[src/rtl/ems_pkg.sv]
// Constants and carriers for the error record miscellaneous syndrome bank.
// Assumes one node owning all records, a 64-bit frame port and a select register view.
package ems_pkg;

    ////////////////////////////////////////////////////////////////////////////////
    // Frame layout: one 64-byte slot per record
    localparam logic [11:0] MISC_ONE_OFF = 12'h028;
    localparam logic [11:0] MISC_TWO_OFF = 12'h030;
    localparam logic [11:0] MISC_THREE_OFF = 12'h038;
    localparam int REC_STRIDE = 64;
    localparam int REC_SHIFT = $clog2(REC_STRIDE);
    localparam int MAX_RECORDS = 32;

    ////////////////////////////////////////////////////////////////////////////////
    // Field positions inside the syndrome registers
    localparam int UNIT_LSB = 0;
    localparam int UNIT_W = 32;
    localparam int DETAIL_LSB = 0;
    localparam int DETAIL_W = 32;
    localparam int COUNT_LSB = 32;
    localparam int COUNT_W = 16;
    localparam int OVERFLOW_BIT = 63;
    localparam int LANE_W = 32;

    ////////////////////////////////////////////////////////////////////////////////
    // Reset values and encodings
    localparam logic [15:0] COUNT_RESET = 16'h0000;
    localparam logic OVERFLOW_RESET = 1'b0;
    localparam logic [5:0] SELECT_RESET = 6'h00;
    localparam logic [1:0] TS_NONE = 2'h0;
    localparam logic [1:0] WHICH_NONE = 2'h0;
    localparam logic [1:0] WHICH_ONE = 2'h1;
    localparam logic [1:0] WHICH_TWO = 2'h2;
    localparam logic [1:0] WHICH_THREE = 2'h3;

    // Width of a system register access
    typedef enum logic [1:0] {HALF_FULL, HALF_LOW, HALF_HIGH} ems_half_e;

    // One register access, from either port
    typedef struct packed {
        logic valid;
        logic write;
        logic fromFrame;
        logic [5:0] rec;
        logic [1:0] which;
        ems_half_e half;
        logic [63:0] wdata;
    } ems_req_s;

    // One newly recorded error from the record logic
    typedef struct packed {
        logic valid;
        logic [5:0] rec;
        logic [31:0] unit;
        logic [31:0] detail;
        logic corrected;
    } ems_err_s;

endpackage

[src/rtl/ems_mem.sv]
// Small word store with per-lane write enables and a registered read port.
// Assumes lanes of 32 bits; contents have no reset and survive any reset.
`timescale 1ns/10ps
`default_nettype none

module ems_mem
    import ems_pkg::*;
#(
    parameter int WIDTH = 64,
    parameter int DEPTH = 4,
    parameter int AW = 2
) (
    input wire logic clk,
    input wire logic [WIDTH/LANE_W-1:0] wrLanes,
    input wire logic [AW-1:0] wrAddr,
    input wire logic [WIDTH-1:0] wrData,
    input wire logic [AW-1:0] rdAddr,
    output logic [WIDTH-1:0] rdData
);

    if (WIDTH % LANE_W != 0 || DEPTH < 1 || (1 << AW) < DEPTH) begin : badShape
        $error("ems_mem: width must be whole lanes and address must cover depth");
    end

    logic [WIDTH-1:0] store [DEPTH];

    ////////////////////////////////////////////////////////////////////////////////
    // Lane writes from one process, so the store has a single writer
    always_ff @(posedge clk) begin
        for (int l = 0; l < WIDTH / LANE_W; l++) begin
            if (wrLanes[l]) begin
                store[wrAddr][l*LANE_W +: LANE_W] <= wrData[l*LANE_W +: LANE_W];
            end
        end
    end

    always_ff @(posedge clk) begin
        rdData <= store[rdAddr];
    end

endmodule

`default_nettype wire

[src/rtl/ems_misc_syndrome.sv]
// Miscellaneous syndrome registers one to three for every error record of a node.
// Assumes status, feature and control logic outside; all inputs on clk.
//
// How it works
// - writing zero returns syndrome fields to initial
// - zero write to overflow withdraws interrupt
// - read-only timestamp counts as write-zero compliant
// - register one at 0x028 plus 64n
// - register two at 0x030 plus 64n
// - register three at 0x038 plus 64n
// - registers two, three absent without v1.1
// - timestamp support makes register three timestamp
// - timestamp meaningful only while record valid
// - timestamp read-only or writable, chosen once
// - timestamp unknown at cold reset, kept otherwise
// - corrected error counter stays writable
// - latest-error fields ignore writes while MV
// - interrupts disabled until control field enables
// - first record's feature field describes node
// - select field picks record for full window
// - 32-bit view uses low and high windows
`timescale 1ns/10ps
`default_nettype none

module ems_misc_syndrome
    import ems_pkg::*;
#(
    parameter int NUM_RECORDS = 4,
    parameter bit VERSION_ONE_ONE = 1'b1,
    parameter bit TS_WRITABLE = 1'b0
) (
    input wire logic clk,
    input wire logic reset,
    // Memory-mapped frame, 64-bit
    input wire logic frameValid,
    input wire logic frameWrite,
    input wire logic [11:0] frameAddr,
    input wire logic [63:0] frameWdata,
    output logic frameAck,
    output logic [63:0] frameRdata,
    // System register view through the record select field
    input wire logic selectWrite,
    input wire logic [5:0] selectData,
    output logic [5:0] recordSelect,
    input wire logic sysValid,
    input wire logic sysWrite,
    input wire logic [1:0] sysWhich,
    input wire ems_half_e sysHalf,
    input wire logic [63:0] sysWdata,
    output logic sysAck,
    output logic [63:0] sysRdata,
    // Record logic and node state
    input wire ems_err_s errIn,
    input wire logic [NUM_RECORDS-1:0] statusValid,
    input wire logic [NUM_RECORDS-1:0] recordMiscValid,
    input wire logic [1:0] timestampSupport,
    input wire logic irqEnable,
    input wire logic [63:0] captureTimestamp,
    output logic faultIrq
);

    localparam int AW = (NUM_RECORDS > 1) ? $clog2(NUM_RECORDS) : 1;
    localparam logic [6:0] REC_LIMIT = 7'(NUM_RECORDS);

    if (NUM_RECORDS < 1 || NUM_RECORDS > MAX_RECORDS) begin : badCount
        $error("ems_misc_syndrome: record count out of range");
    end

    ////////////////////////////////////////////////////////////////////////////////
    // Helpers

    // Register number from the offset inside a record slot
    function automatic logic [1:0] decodeOff(input logic [REC_SHIFT-1:0] off);
        if (off == MISC_ONE_OFF[REC_SHIFT-1:0]) begin
            return WHICH_ONE;
        end else if (off == MISC_TWO_OFF[REC_SHIFT-1:0]) begin
            return WHICH_TWO;
        end else if (off == MISC_THREE_OFF[REC_SHIFT-1:0]) begin
            return WHICH_THREE;
        end
        return WHICH_NONE;
    endfunction

    // Lanes touched by an access width
    function automatic logic [1:0] laneMask(input ems_half_e half);
        case (half)
            HALF_LOW: return 2'h1;
            HALF_HIGH: return 2'h2;
            default: return 2'h3;
        endcase
    endfunction

    // Read data as seen through an access width
    function automatic logic [63:0] shapeRead(input logic [63:0] val, input ems_half_e half);
        case (half)
            HALF_LOW: return {32'h0, val[31:0]};
            HALF_HIGH: return {32'h0, val[63:32]};
            default: return val;
        endcase
    endfunction

    // Record index inside the implemented range
    function automatic logic recInRange(input logic [5:0] rec);
        return {1'b0, rec} < REC_LIMIT;
    endfunction

    ////////////////////////////////////////////////////////////////////////////////
    // Request selection: frame first, system view otherwise

    ems_req_s frameReq;
    ems_req_s sysReq;
    ems_req_s req;
    logic [31:0] sysLane;

    // Frame slot decode, record number from the 64-byte stride
    assign frameReq.valid = frameValid;
    assign frameReq.write = frameWrite;
    assign frameReq.fromFrame = 1'b1;
    assign frameReq.rec = frameAddr[REC_SHIFT +: 6];
    assign frameReq.which = decodeOff(frameAddr[REC_SHIFT-1:0]);
    assign frameReq.half = HALF_FULL;
    assign frameReq.wdata = frameWdata;

    // Selected-record windows; a half window puts its word on both lanes
    assign sysLane = sysWdata[31:0];
    assign sysReq.valid = sysValid;
    assign sysReq.write = sysWrite;
    assign sysReq.fromFrame = 1'b0;
    assign sysReq.rec = recordSelect;
    assign sysReq.which = sysWhich;
    assign sysReq.half = sysHalf;
    assign sysReq.wdata = (sysHalf == HALF_FULL) ? sysWdata : {sysLane, sysLane};

    assign req = frameValid ? frameReq : sysReq;

    ////////////////////////////////////////////////////////////////////////////////
    // Write qualification

    logic [AW-1:0] reqIdx;
    logic [AW-1:0] capIdx;
    logic reqOk;
    logic capOk;
    logic reqMv;
    logic tsOn;
    logic [1:0] reqLanes;
    logic wrOne;
    logic wrTwo;
    logic wrThree;
    logic unitWr;
    logic detailWr;
    logic tsWrOk;
    logic tsCap;

    assign reqIdx = req.rec[AW-1:0];
    assign capIdx = errIn.rec[AW-1:0];
    assign reqOk = req.valid && recInRange(req.rec);
    assign capOk = errIn.valid && recInRange(errIn.rec);
    assign reqMv = reqOk && recordMiscValid[reqIdx];
    assign tsOn = timestampSupport != TS_NONE;
    assign reqLanes = laneMask(req.half);

    // Registers two and three exist only with v1.1
    assign wrOne = reqOk && req.write && req.which == WHICH_ONE;
    assign wrTwo = reqOk && req.write && req.which == WHICH_TWO && VERSION_ONE_ONE;
    assign wrThree = reqOk && req.write && req.which == WHICH_THREE && VERSION_ONE_ONE;

    // Latest-error fields hold while the misc-valid bit is set
    assign unitWr = wrOne && reqLanes[0] && !reqMv;
    assign detailWr = wrTwo && reqLanes[0] && !reqMv;

    // Timestamp writes follow the build-time choice
    assign tsWrOk = tsOn ? (TS_WRITABLE && !reqMv) : 1'b1;
    assign tsCap = capOk && tsOn;

    ////////////////////////////////////////////////////////////////////////////////
    // Storage: unit and detail in one store, timestamps in the other

    logic [1:0] infoLanes;
    logic [1:0] tsLanes;
    logic [AW-1:0] infoAddr;
    logic [AW-1:0] tsAddr;
    logic [63:0] infoData;
    logic [63:0] tsData;
    logic [63:0] infoRd;
    logic [63:0] tsRd;

    // Capture beats a software write in the same cycle
    assign infoLanes = capOk ? 2'h3 : {detailWr, unitWr};
    assign infoAddr = capOk ? capIdx : reqIdx;
    assign infoData = capOk ? {errIn.detail, errIn.unit} : {req.wdata[31:0], req.wdata[31:0]};
    assign tsLanes = tsCap ? 2'h3 : ((wrThree && tsWrOk) ? reqLanes : 2'h0);
    assign tsAddr = tsCap ? capIdx : reqIdx;
    assign tsData = tsCap ? captureTimestamp : req.wdata;

    // No reset on either store: cold reset leaves them unknown
    ems_mem #(.WIDTH(64), .DEPTH(NUM_RECORDS), .AW(AW)) infoStore (
        .clk(clk),
        .wrLanes(infoLanes),
        .wrAddr(infoAddr),
        .wrData(infoData),
        .rdAddr(reqIdx),
        .rdData(infoRd)
    );

    ems_mem #(.WIDTH(64), .DEPTH(NUM_RECORDS), .AW(AW)) stampStore (
        .clk(clk),
        .wrLanes(tsLanes),
        .wrAddr(tsAddr),
        .wrData(tsData),
        .rdAddr(reqIdx),
        .rdData(tsRd)
    );

    ////////////////////////////////////////////////////////////////////////////////
    // Corrected error counters and sticky overflow, one pair per record

    logic [COUNT_W-1:0] count [NUM_RECORDS];
    logic overflow [NUM_RECORDS];
    logic [NUM_RECORDS-1:0] overflowVec;

    for (genvar r = 0; r < NUM_RECORDS; r++) begin : rec
        logic bump;
        logic cntWr;
        logic [COUNT_W-1:0] base;
        logic [COUNT_W-1:0] next_count;
        logic wrap;
        logic next_overflow;

        assign bump = capOk && errIn.corrected && capIdx == AW'(r);
        assign cntWr = wrOne && reqLanes[1] && reqIdx == AW'(r);
        assign base = cntWr ? req.wdata[COUNT_LSB +: COUNT_W] : count[r];
        assign next_count = base + COUNT_W'(bump);
        assign wrap = bump && base == {COUNT_W{1'b1}};
        // Wrap sets only when enabled; a zero write clears; set wins
        assign next_overflow = (wrap && irqEnable)
            || (overflow[r] && !(cntWr && !req.wdata[OVERFLOW_BIT]));
        assign overflowVec[r] = overflow[r];

        // Counter and overflow state
        always_ff @(posedge clk) begin
            if (reset) begin
                count[r] <= COUNT_RESET;
                overflow[r] <= OVERFLOW_RESET;
            end else begin
                count[r] <= next_count;
                overflow[r] <= next_overflow;
            end
        end
    end

    ////////////////////////////////////////////////////////////////////////////////
    // Answer pipeline: store read in the first cycle, data out in the second

    ems_req_s s1;
    logic s1Ok;
    logic [AW-1:0] s1Idx;
    logic [63:0] oneVal;
    logic [63:0] twoVal;
    logic [63:0] threeVal;
    logic [63:0] regVal;
    logic [63:0] next_rdata;

    // First stage holds the access
    always_ff @(posedge clk) begin
        if (reset) begin
            s1 <= '0;
            s1Ok <= 1'b0;
        end else begin
            s1 <= req;
            s1Ok <= reqOk;
        end
    end

    assign s1Idx = s1.rec[AW-1:0];
    assign oneVal = {overflow[s1Idx], 15'h0, count[s1Idx], infoRd[UNIT_LSB +: UNIT_W]};
    assign twoVal = {32'h0, infoRd[32 + DETAIL_LSB +: DETAIL_W]};
    // Timestamp only shown while the record holds a valid error
    assign threeVal = (tsOn && !statusValid[s1Idx]) ? 64'h0 : tsRd;
    // Unimplemented records and absent registers read as zero
    assign regVal = !s1Ok ? 64'h0
        : (s1.which == WHICH_ONE) ? oneVal
        : (s1.which == WHICH_TWO && VERSION_ONE_ONE) ? twoVal
        : (s1.which == WHICH_THREE && VERSION_ONE_ONE) ? threeVal
        : 64'h0;
    assign next_rdata = s1.write ? 64'h0 : shapeRead(regVal, s1.half);

    // Second stage drives the answers
    always_ff @(posedge clk) begin
        if (reset) begin
            frameAck <= 1'b0;
            sysAck <= 1'b0;
            frameRdata <= 64'h0;
            sysRdata <= 64'h0;
        end else begin
            frameAck <= s1.valid && s1.fromFrame;
            sysAck <= s1.valid && !s1.fromFrame;
            frameRdata <= (s1.valid && s1.fromFrame) ? next_rdata : 64'h0;
            sysRdata <= (s1.valid && !s1.fromFrame) ? next_rdata : 64'h0;
        end
    end

    ////////////////////////////////////////////////////////////////////////////////
    // Record select field and interrupt request

    always_ff @(posedge clk) begin
        if (reset) begin
            recordSelect <= SELECT_RESET;
            faultIrq <= 1'b0;
        end else begin
            recordSelect <= selectWrite ? selectData : recordSelect;
            faultIrq <= irqEnable && (|overflowVec);
        end
    end

endmodule

`default_nettype wire

[config.mk]
export PLATFORM = sky130hd
export DESIGN_NAME = ems_misc_syndrome
export DESIGN_NICKNAME = d
export VERILOG_FILES = /design/src/rtl/ems_pkg.sv /design/src/rtl/ems_mem.sv /design/src/rtl/ems_misc_syndrome.sv
export SDC_FILE = /design/constraint.sdc
export NUM_CORES = 1
export LEC_CHECK = 0
export ABC_AREA = 0
export BUFFER_PORTS_ARGS = -buffer_cell sky130_fd_sc_hd__buf_4
export CORE_MARGIN = 5
export CORE_UTILIZATION = 45
export CTS_CLUSTER_DIAMETER = 200
export DETAILED_ROUTE_END_ITERATION = 7
export HOLD_SLACK_MARGIN = 0.06
export SLEW_MARGIN = 40
export SYNTH_ARGS = -nofsm -noshare
export SYNTH_HDL_FRONTEND = slang
export SYNTH_SLANG_ARGS = --single-unit
[constraint.sdc]
create_clock -name clk -period 15.55 [get_ports clk]
set_input_delay 3.11 -clock clk [delete_from_list [all_inputs] [get_ports clk]]
set_output_delay 3.11 -clock clk [all_outputs]
set_load 0.01 [all_outputs]
* Yosys cells after proc, flatten, opt, wreduce, memory -nomap -nowiden
Memories as Yosys holds them, arrays and structs flattened. A register that Yosys moved wholly into a read port is not among the register bits.
Index checks and enable logic that the tools add are counted.
** Storage, ports and cells
- Memories kept :: 4
- Word-level logic and storage cells :: 174
- Input port bits :: 304
- Bits in registers :: 147
- Output and inout port bits :: 137
- RAM bits :: 580
** Cells by class
- Add/subtract/negate cells :: 4
- Bitwise operators :: 10
- Muxes and demuxes :: 54
- Reduce and logical (&&, ||, !) cells :: 62
- $lt $le $gt $ge :: 4
- Eq/ne operators :: 23
** Memory list
- infoStore.store :: words 4, width 64, rd ports 1, clocked after Yosys merged registers in 1, write ports 1, line ems_mem.sv:25 : logic [WIDTH-1:0] store [DEPTH];
- stampStore.store :: words 4, width 64, rd ports 1, clocked after Yosys merged registers in 1, write ports 1, line ems_mem.sv:25
- count :: words 4, width 16, rd ports 5, clocked after Yosys merged registers in 1, write ports 4, line ems_misc_syndrome.sv:217 : logic [COUNT_W-1:0] count [NUM_RECORDS];
- overflow :: words 4, width 1, rd ports 5, clocked after Yosys merged registers in 1, write ports 4, line ems_misc_syndrome.sv:218 : logic overflow [NUM_RECORDS];
** Operators by type and width (number)
- 64-bit two-way mux :: 9
- 16-bit two-way mux :: 8
- 64-bit case mux with 2 select lines :: 1
- 77-bit two-way mux :: 1
- 16-bit by 1-bit adder with 16-bit output :: 4
- 16-bit equality test (second input constant) :: 4
- 1-bit logical AND :: 43
- 2-bit two-way mux :: 11
- 1-bit two-way mux :: 21
- 2-bit equality test (second input constant) :: 10
- 6-bit equality test (second input constant) :: 3
- 2-bit by 1-bit equality test with 1-bit output (second input constant) :: 6
- 6-bit by 3-bit < comparator with 1-bit output (second input constant) :: 2
- 1-bit zero test :: 8
- 1-bit bitwise OR :: 8
- 2-bit zero test :: 3
- 2-bit by 3-bit < comparator with 1-bit output (second input constant) :: 2
- 1-bit binary-select mux with 2-bit select :: 2
- 1-bit logical OR :: 4
- 2-bit case mux with 2 select lines :: 1
- 2-bit OR reduction :: 2
- 4-bit OR reduction :: 1
- 1-bit NOT :: 2
- 2-bit nonzero test :: 1

* Longest topological paths before layout
- Word-level depth :: 18
- Depth in mapped cells :: 17
- Gate-level depth less buffers :: 13

* By module
Synthesis repeated with hierarchy kept, for this count alone.
** Second synthesis, totals
- Cells, all modules :: 2543
- Area total of the unflattened synthesis :: 34316.7 sq um
** Modules (own cells, without submodules)
- ems_mem :: cells each 406, seq. area each 8968.6 sq um, area an instance 10654.0 sq um, times used 2
- ems_misc_syndrome :: cells each 1731, seq. area each 4304.1 sq um, area an instance 13008.7 sq um, times used 1

* Worst setup path before layout
No wires, ideal clock.
- Path type :: input port to flip-flop
- From :: in frameValid
- To :: mem stampStore.store[0][0], enable pin
- Path buffers :: 5
- Required time :: 15.084 ns
- Slack :: 8.154 ns
- Arrival time :: 6.930 ns
- Stages :: 9
- Library setup time :: 0.466 ns
- Cell sequence :: buf_6 -> buf_2 -> buf_2 -> buf_2 -> clkbuf_1 -> a21oi_1 -> nor4b_1 -> o21ai_0 -> o21ai_0
** On the way
- Cells in the longest elaborated chain, start to end :: 10
- Elaborated cells between the ends (all ways) :: 15
- Those cells by class :: order compare (1); eq/ne (3); mux (7); reduce/logical (4)
** Ends and longest elaborated chain
- from (decl) :: line ems_misc_syndrome.sv:35 : input wire logic frameValid,
- 77-bit two-way mux * :: line ems_misc_syndrome.sv:134 : assign req = frameValid ? frameReq : sysReq;
- 6-bit by 3-bit < comparator with 1-bit output :: line ems_misc_syndrome.sv:104 : return {1'b0, rec} < REC_LIMIT;
- 1-bit logical AND :: line ems_misc_syndrome.sv:156 : assign reqOk = req.valid && recInRange(req.rec);
- 1-bit logical AND (2 in a row) :: line ems_misc_syndrome.sv:165 : assign wrThree = reqOk && req.write && req.which == WHICH_THREE && VERSION_ONE_ONE;
- 1-bit logical AND :: line ems_misc_syndrome.sv:191 : assign tsLanes = tsCap ? 2'h3 : ((wrThree && tsWrOk) ? reqLanes : 2'h0);
- 2-bit two-way mux (2 in a row) :: line ems_misc_syndrome.sv:191
- 1-bit two-way mux :: line ems_mem.sv:31 : if (wrLanes[l]) begin
- 1-bit two-way mux (not written as such) :: line ems_mem.sv:32 : store[wrAddr][l*LANE_W +: LANE_W] <= wrData[l*LANE_W +: LANE_W];
- to (decl) :: line ems_mem.sv:25
Every way passes the cells marked *; elsewhere a longest branch is shown, timed or not.

==> results by group <==
Outcome
  • Status: finished, final reports clean

Floorplan
  • I/O pin count: 441
  • Cell row count: 102
  • Initial core utilization: 0.452
  • Die W: 289 um
  • Area of the core: 77200 um2
  • Die Ht: 289 um
  • Die ar.: 83300 um2

Setup path
  • Reg2reg start: recordSelect[0]
  • Critical path class: input pin to register
  • Crit. End Element: register
  • Max incr delay on CP: 0.91 ns
  • Worst R2R End: count[0][13]
  • Crit-path slowest cell: or4_1
  • Crit path arrival time: 7.85 ns
  • CP Max Fanout: 162
  • Critical path required time: 16.03 ns
  • Worst reg2reg setup slack: 10.87 ns
  • Crit-path cells: buf_6, mux2i_4, buf_12, nand2_1, or4_1, o21ai_0, ha_1, o311ai_0, nor4_1, nand4_1, a22oi_1, xor2_1, nor2_1
  • Setup crit start kind: input pin
  • R2R depth: 12

Detailed routing
  • Initial DRT Pass Iterations: 5
  • Routed length on met3: 9950 um
  • Vias per Instance: 5.63
  • Met2 WL: 56300 um
  • Starting DRT DRC Count: 2388
  • WL final: 122000 um
  • Routed len/inst: 25.4 um
  • Met1 WL: 50400 um
  • Top layer in use: met5
  • Vias post-DR: 27000
  • Antenna-violating nets left: 0
  • Number of remaining DRC errors: 0

CTS
  • Clock Pin Slew Worst Setup and Hold Paths: 0.06 ns
  • CTS Buf Count: 88
  • # clock sinks: 855
  • H-tree depth: 3
  • Worst skew pair latency: 0.63 ns
  • Post-CTS Hold Fix Bufs: 0
  • Setup bufs post-CTS: 0
  • Clock root buffer master: clkbuf_16
  • Maximum buffer depth of the clock tree: 3
  • CTS tree: yes
  • CTS resizes: 0

Synthesis
  • Top post-synthesis cells by area: edfxtp_1 (44%), dfxtp_1 (20%), nand2_1 (7.7%), nor2_1 (4.4%), and3_1 (2.6%)
  • Yosys reg bits: 855
  • Avg Synthesized Cell Area: 10.6 um2
  • Ys async rst share: 0
  • Post-synth top area share: 0.440
  • Sequential share of the synthesized area: 0.637
  • Post-synth EDFFs: 512
  • Cell count after synthesis: 3301
  • Area leader, netlist: edfxtp_1
  • Synth cell count leaders: nand2_1 (712), edfxtp_1 (512), nor2_1 (411), dfxtp_1 (343), clkbuf_1 (188)
  • Top FF cell, synth: edfxtp_1
  • Most frequent cell after synthesis: nand2_1
  • YS warnings: 0
  • Synthesized area: 34900 um2
  • Post-Syn Nets: 3615
  • Distinct cells, synth: 76

Finish
  • Share of post-route cells with drive strength above 1: 0.197
  • Finished Cell Area: 42500 um2
  • Layout fillers: 6871
  • Nets: 3997
  • Area Overhead vs Synth: 21.7%

Min path
  • Class of the worst hold path: register to register
  • Hold depth: 1
  • Worst Hold Launch: stampStore.rdData[62]
  • Hold endpoint: sysRdata[62]

Global routing
  • First-pass GRT wire length: 174000 um
  • Largest net degree at the start of global routing: 163
  • GRT Total Usage: 0.284
  • GRT overflow: 0
  • Vias in the first global route: 25700
  • Antenna violations before repair: 4

Placement
  • Post-DP Area: 39600 um2
  • RePlAce Congestion: 0.941
  • DP Wirelength: 83600 um
  • Port bufs: 440

STA
  • Final Setup Violations: 0
  • Tightest Pin Transition: 0.934 ns
  • Rel. slew slack: 0.377
  • Final Hold Viols: 0
  • Hold slack final: 0.510 ns
  • TNS Setup: 0 ns
  • Post-route clock period utilization: 0.474
  • RSZ-0062 raised after global routing: no
  • Final Max Tran Viols: 0
  • Clk_skew: 0.0245 ns
  • Post-route minimum period: 7.37 ns
  • Highest clock rate: 136 MHz

Flow run
  • Max-cap violation count: 0

Power
  • Power density cells: 118 nW/um2
  • Leakage: 16.0 nW
  • Worst vdd ir: 76.0 uV
metrics by stage:
step / std cells / total power [mW] / util / setup WS (ns)
finish: 4799 / 5.02 / 0.551 / 8.18
global route: 4797 / 5.18 / 0.551 / 7.79
CTS: 4796 / 5.05 / 0.550 / 8.25
detailed placement: 4633 / 2.97 / 0.513 / 7.56
global placement: 4630 / 2.96 / 0.512 / 7.63
floorplan: 3301 / 2.74 / - / 8.15
layout by cell type (no fill, tap or decap), types with 12 or more instances in the layout:
cell type	n
a211oi_1	21
a21oi_1	128
a22oi_1	38
a31oi_1	132
and2_1	68
and3_1	144
buf_4	496
clkbuf_1	26
clkbuf_16	90
clkbuf_8	15
dfxtp_1	340
edfxtp_1	512
inv_1	57
mux2i_1	38
mux4_2	19
nand2_1	711
nand2b_1	17
nand3_1	37
nand4_1	23
nor2_1	398
nor2b_1	26
nor3_1	13
nor4_1	12
o21ai_0	58
o22a_1	17
o22ai_1	49
xnor2_1	45
xor2_1	24
logic make-up (layout without fill, tap and decap cells):
kind of cell / Yosys count / in the layout / share of synthesized area
adders and majority gates: 10 / 10 / 0.00358
buffers and inverters: 273 / 728 / 0.0304
and+or+nand+nor: 1522 / 1522 / 0.194
other: 0 / 3 / 0
xor gates and xnor gates: 69 / 69 / 0.0173
AOI/OAI and AO/OA: 502 / 502 / 0.0903
DFF: 855 / 855 / 0.637
muxes: 70 / 70 / 0.0275
metal layers:
metal	track usage	vias up
met4	0.118	2
met3	0.0534	212
met1	0.384	13300
li1	-	12400
met2	0.453	1189
met5	0	-
how the worst max path moves through the flow:
stage | start | end | slack [ns] | cells past startpoint
floorplan | frameValid | stampStore.store[0][0] | 8.15 | 9
global placement | frameValid | count[0][8] | 7.63 | 13
detailed placement | frameValid | count[0][8] | 7.56 | 13
CTS | frameValid | count[0][8] | 8.25 | 13
global route | frameValid | count[0][13] | 7.79 | 13
finish | frameValid | count[0][13] | 8.18 | 13
state kept, by name, indices dropped and copies added (netlist names):
signal             cells
sysAck                 1
faultIrq               1
frameRdata            64
stampStore.rdData     64
s1                     9
s1Ok                   1
infoStore.store      256
stampStore.store     256
overflow               4
frameAck               1
recordSelect           6
infoStore.rdData      64
count                 64
sysRdata              64
final cells by class:
type                       count  area (um2)  area share
antenna                        3        7.51    0.000177
timing repair buffer         508        3890      0.0914
multi-input combinational   2173       12000       0.282
clock inverter                31         323     0.00759
tap                         1040        1300      0.0306
inverter                      57         214     0.00503
clock buffer                 132        2560      0.0602
sequential                   855       22200       0.523
worst max-delay path: cells and delay by family:
kind                       cells  cell delay, ns
muxes                          1            0.35
buffers and inverters          2            0.88
and+or+nand+nor                5            1.98
xor gates and xnor gates       1            0.16
AOI/OAI and AO/OA              3            0.79
adders and majority gates      1            0.38
where the power goes:
group	leakage [nW]	switching [mW]	internal, mW	total [mW]
Sequential	7.43	0.0258	2.46	2.49
Clock	1.40	0.868	1.23	2.09
Combinational	7.20	0.287	0.150	0.437
Note: power is estimated with default switching activity, not from simulation.
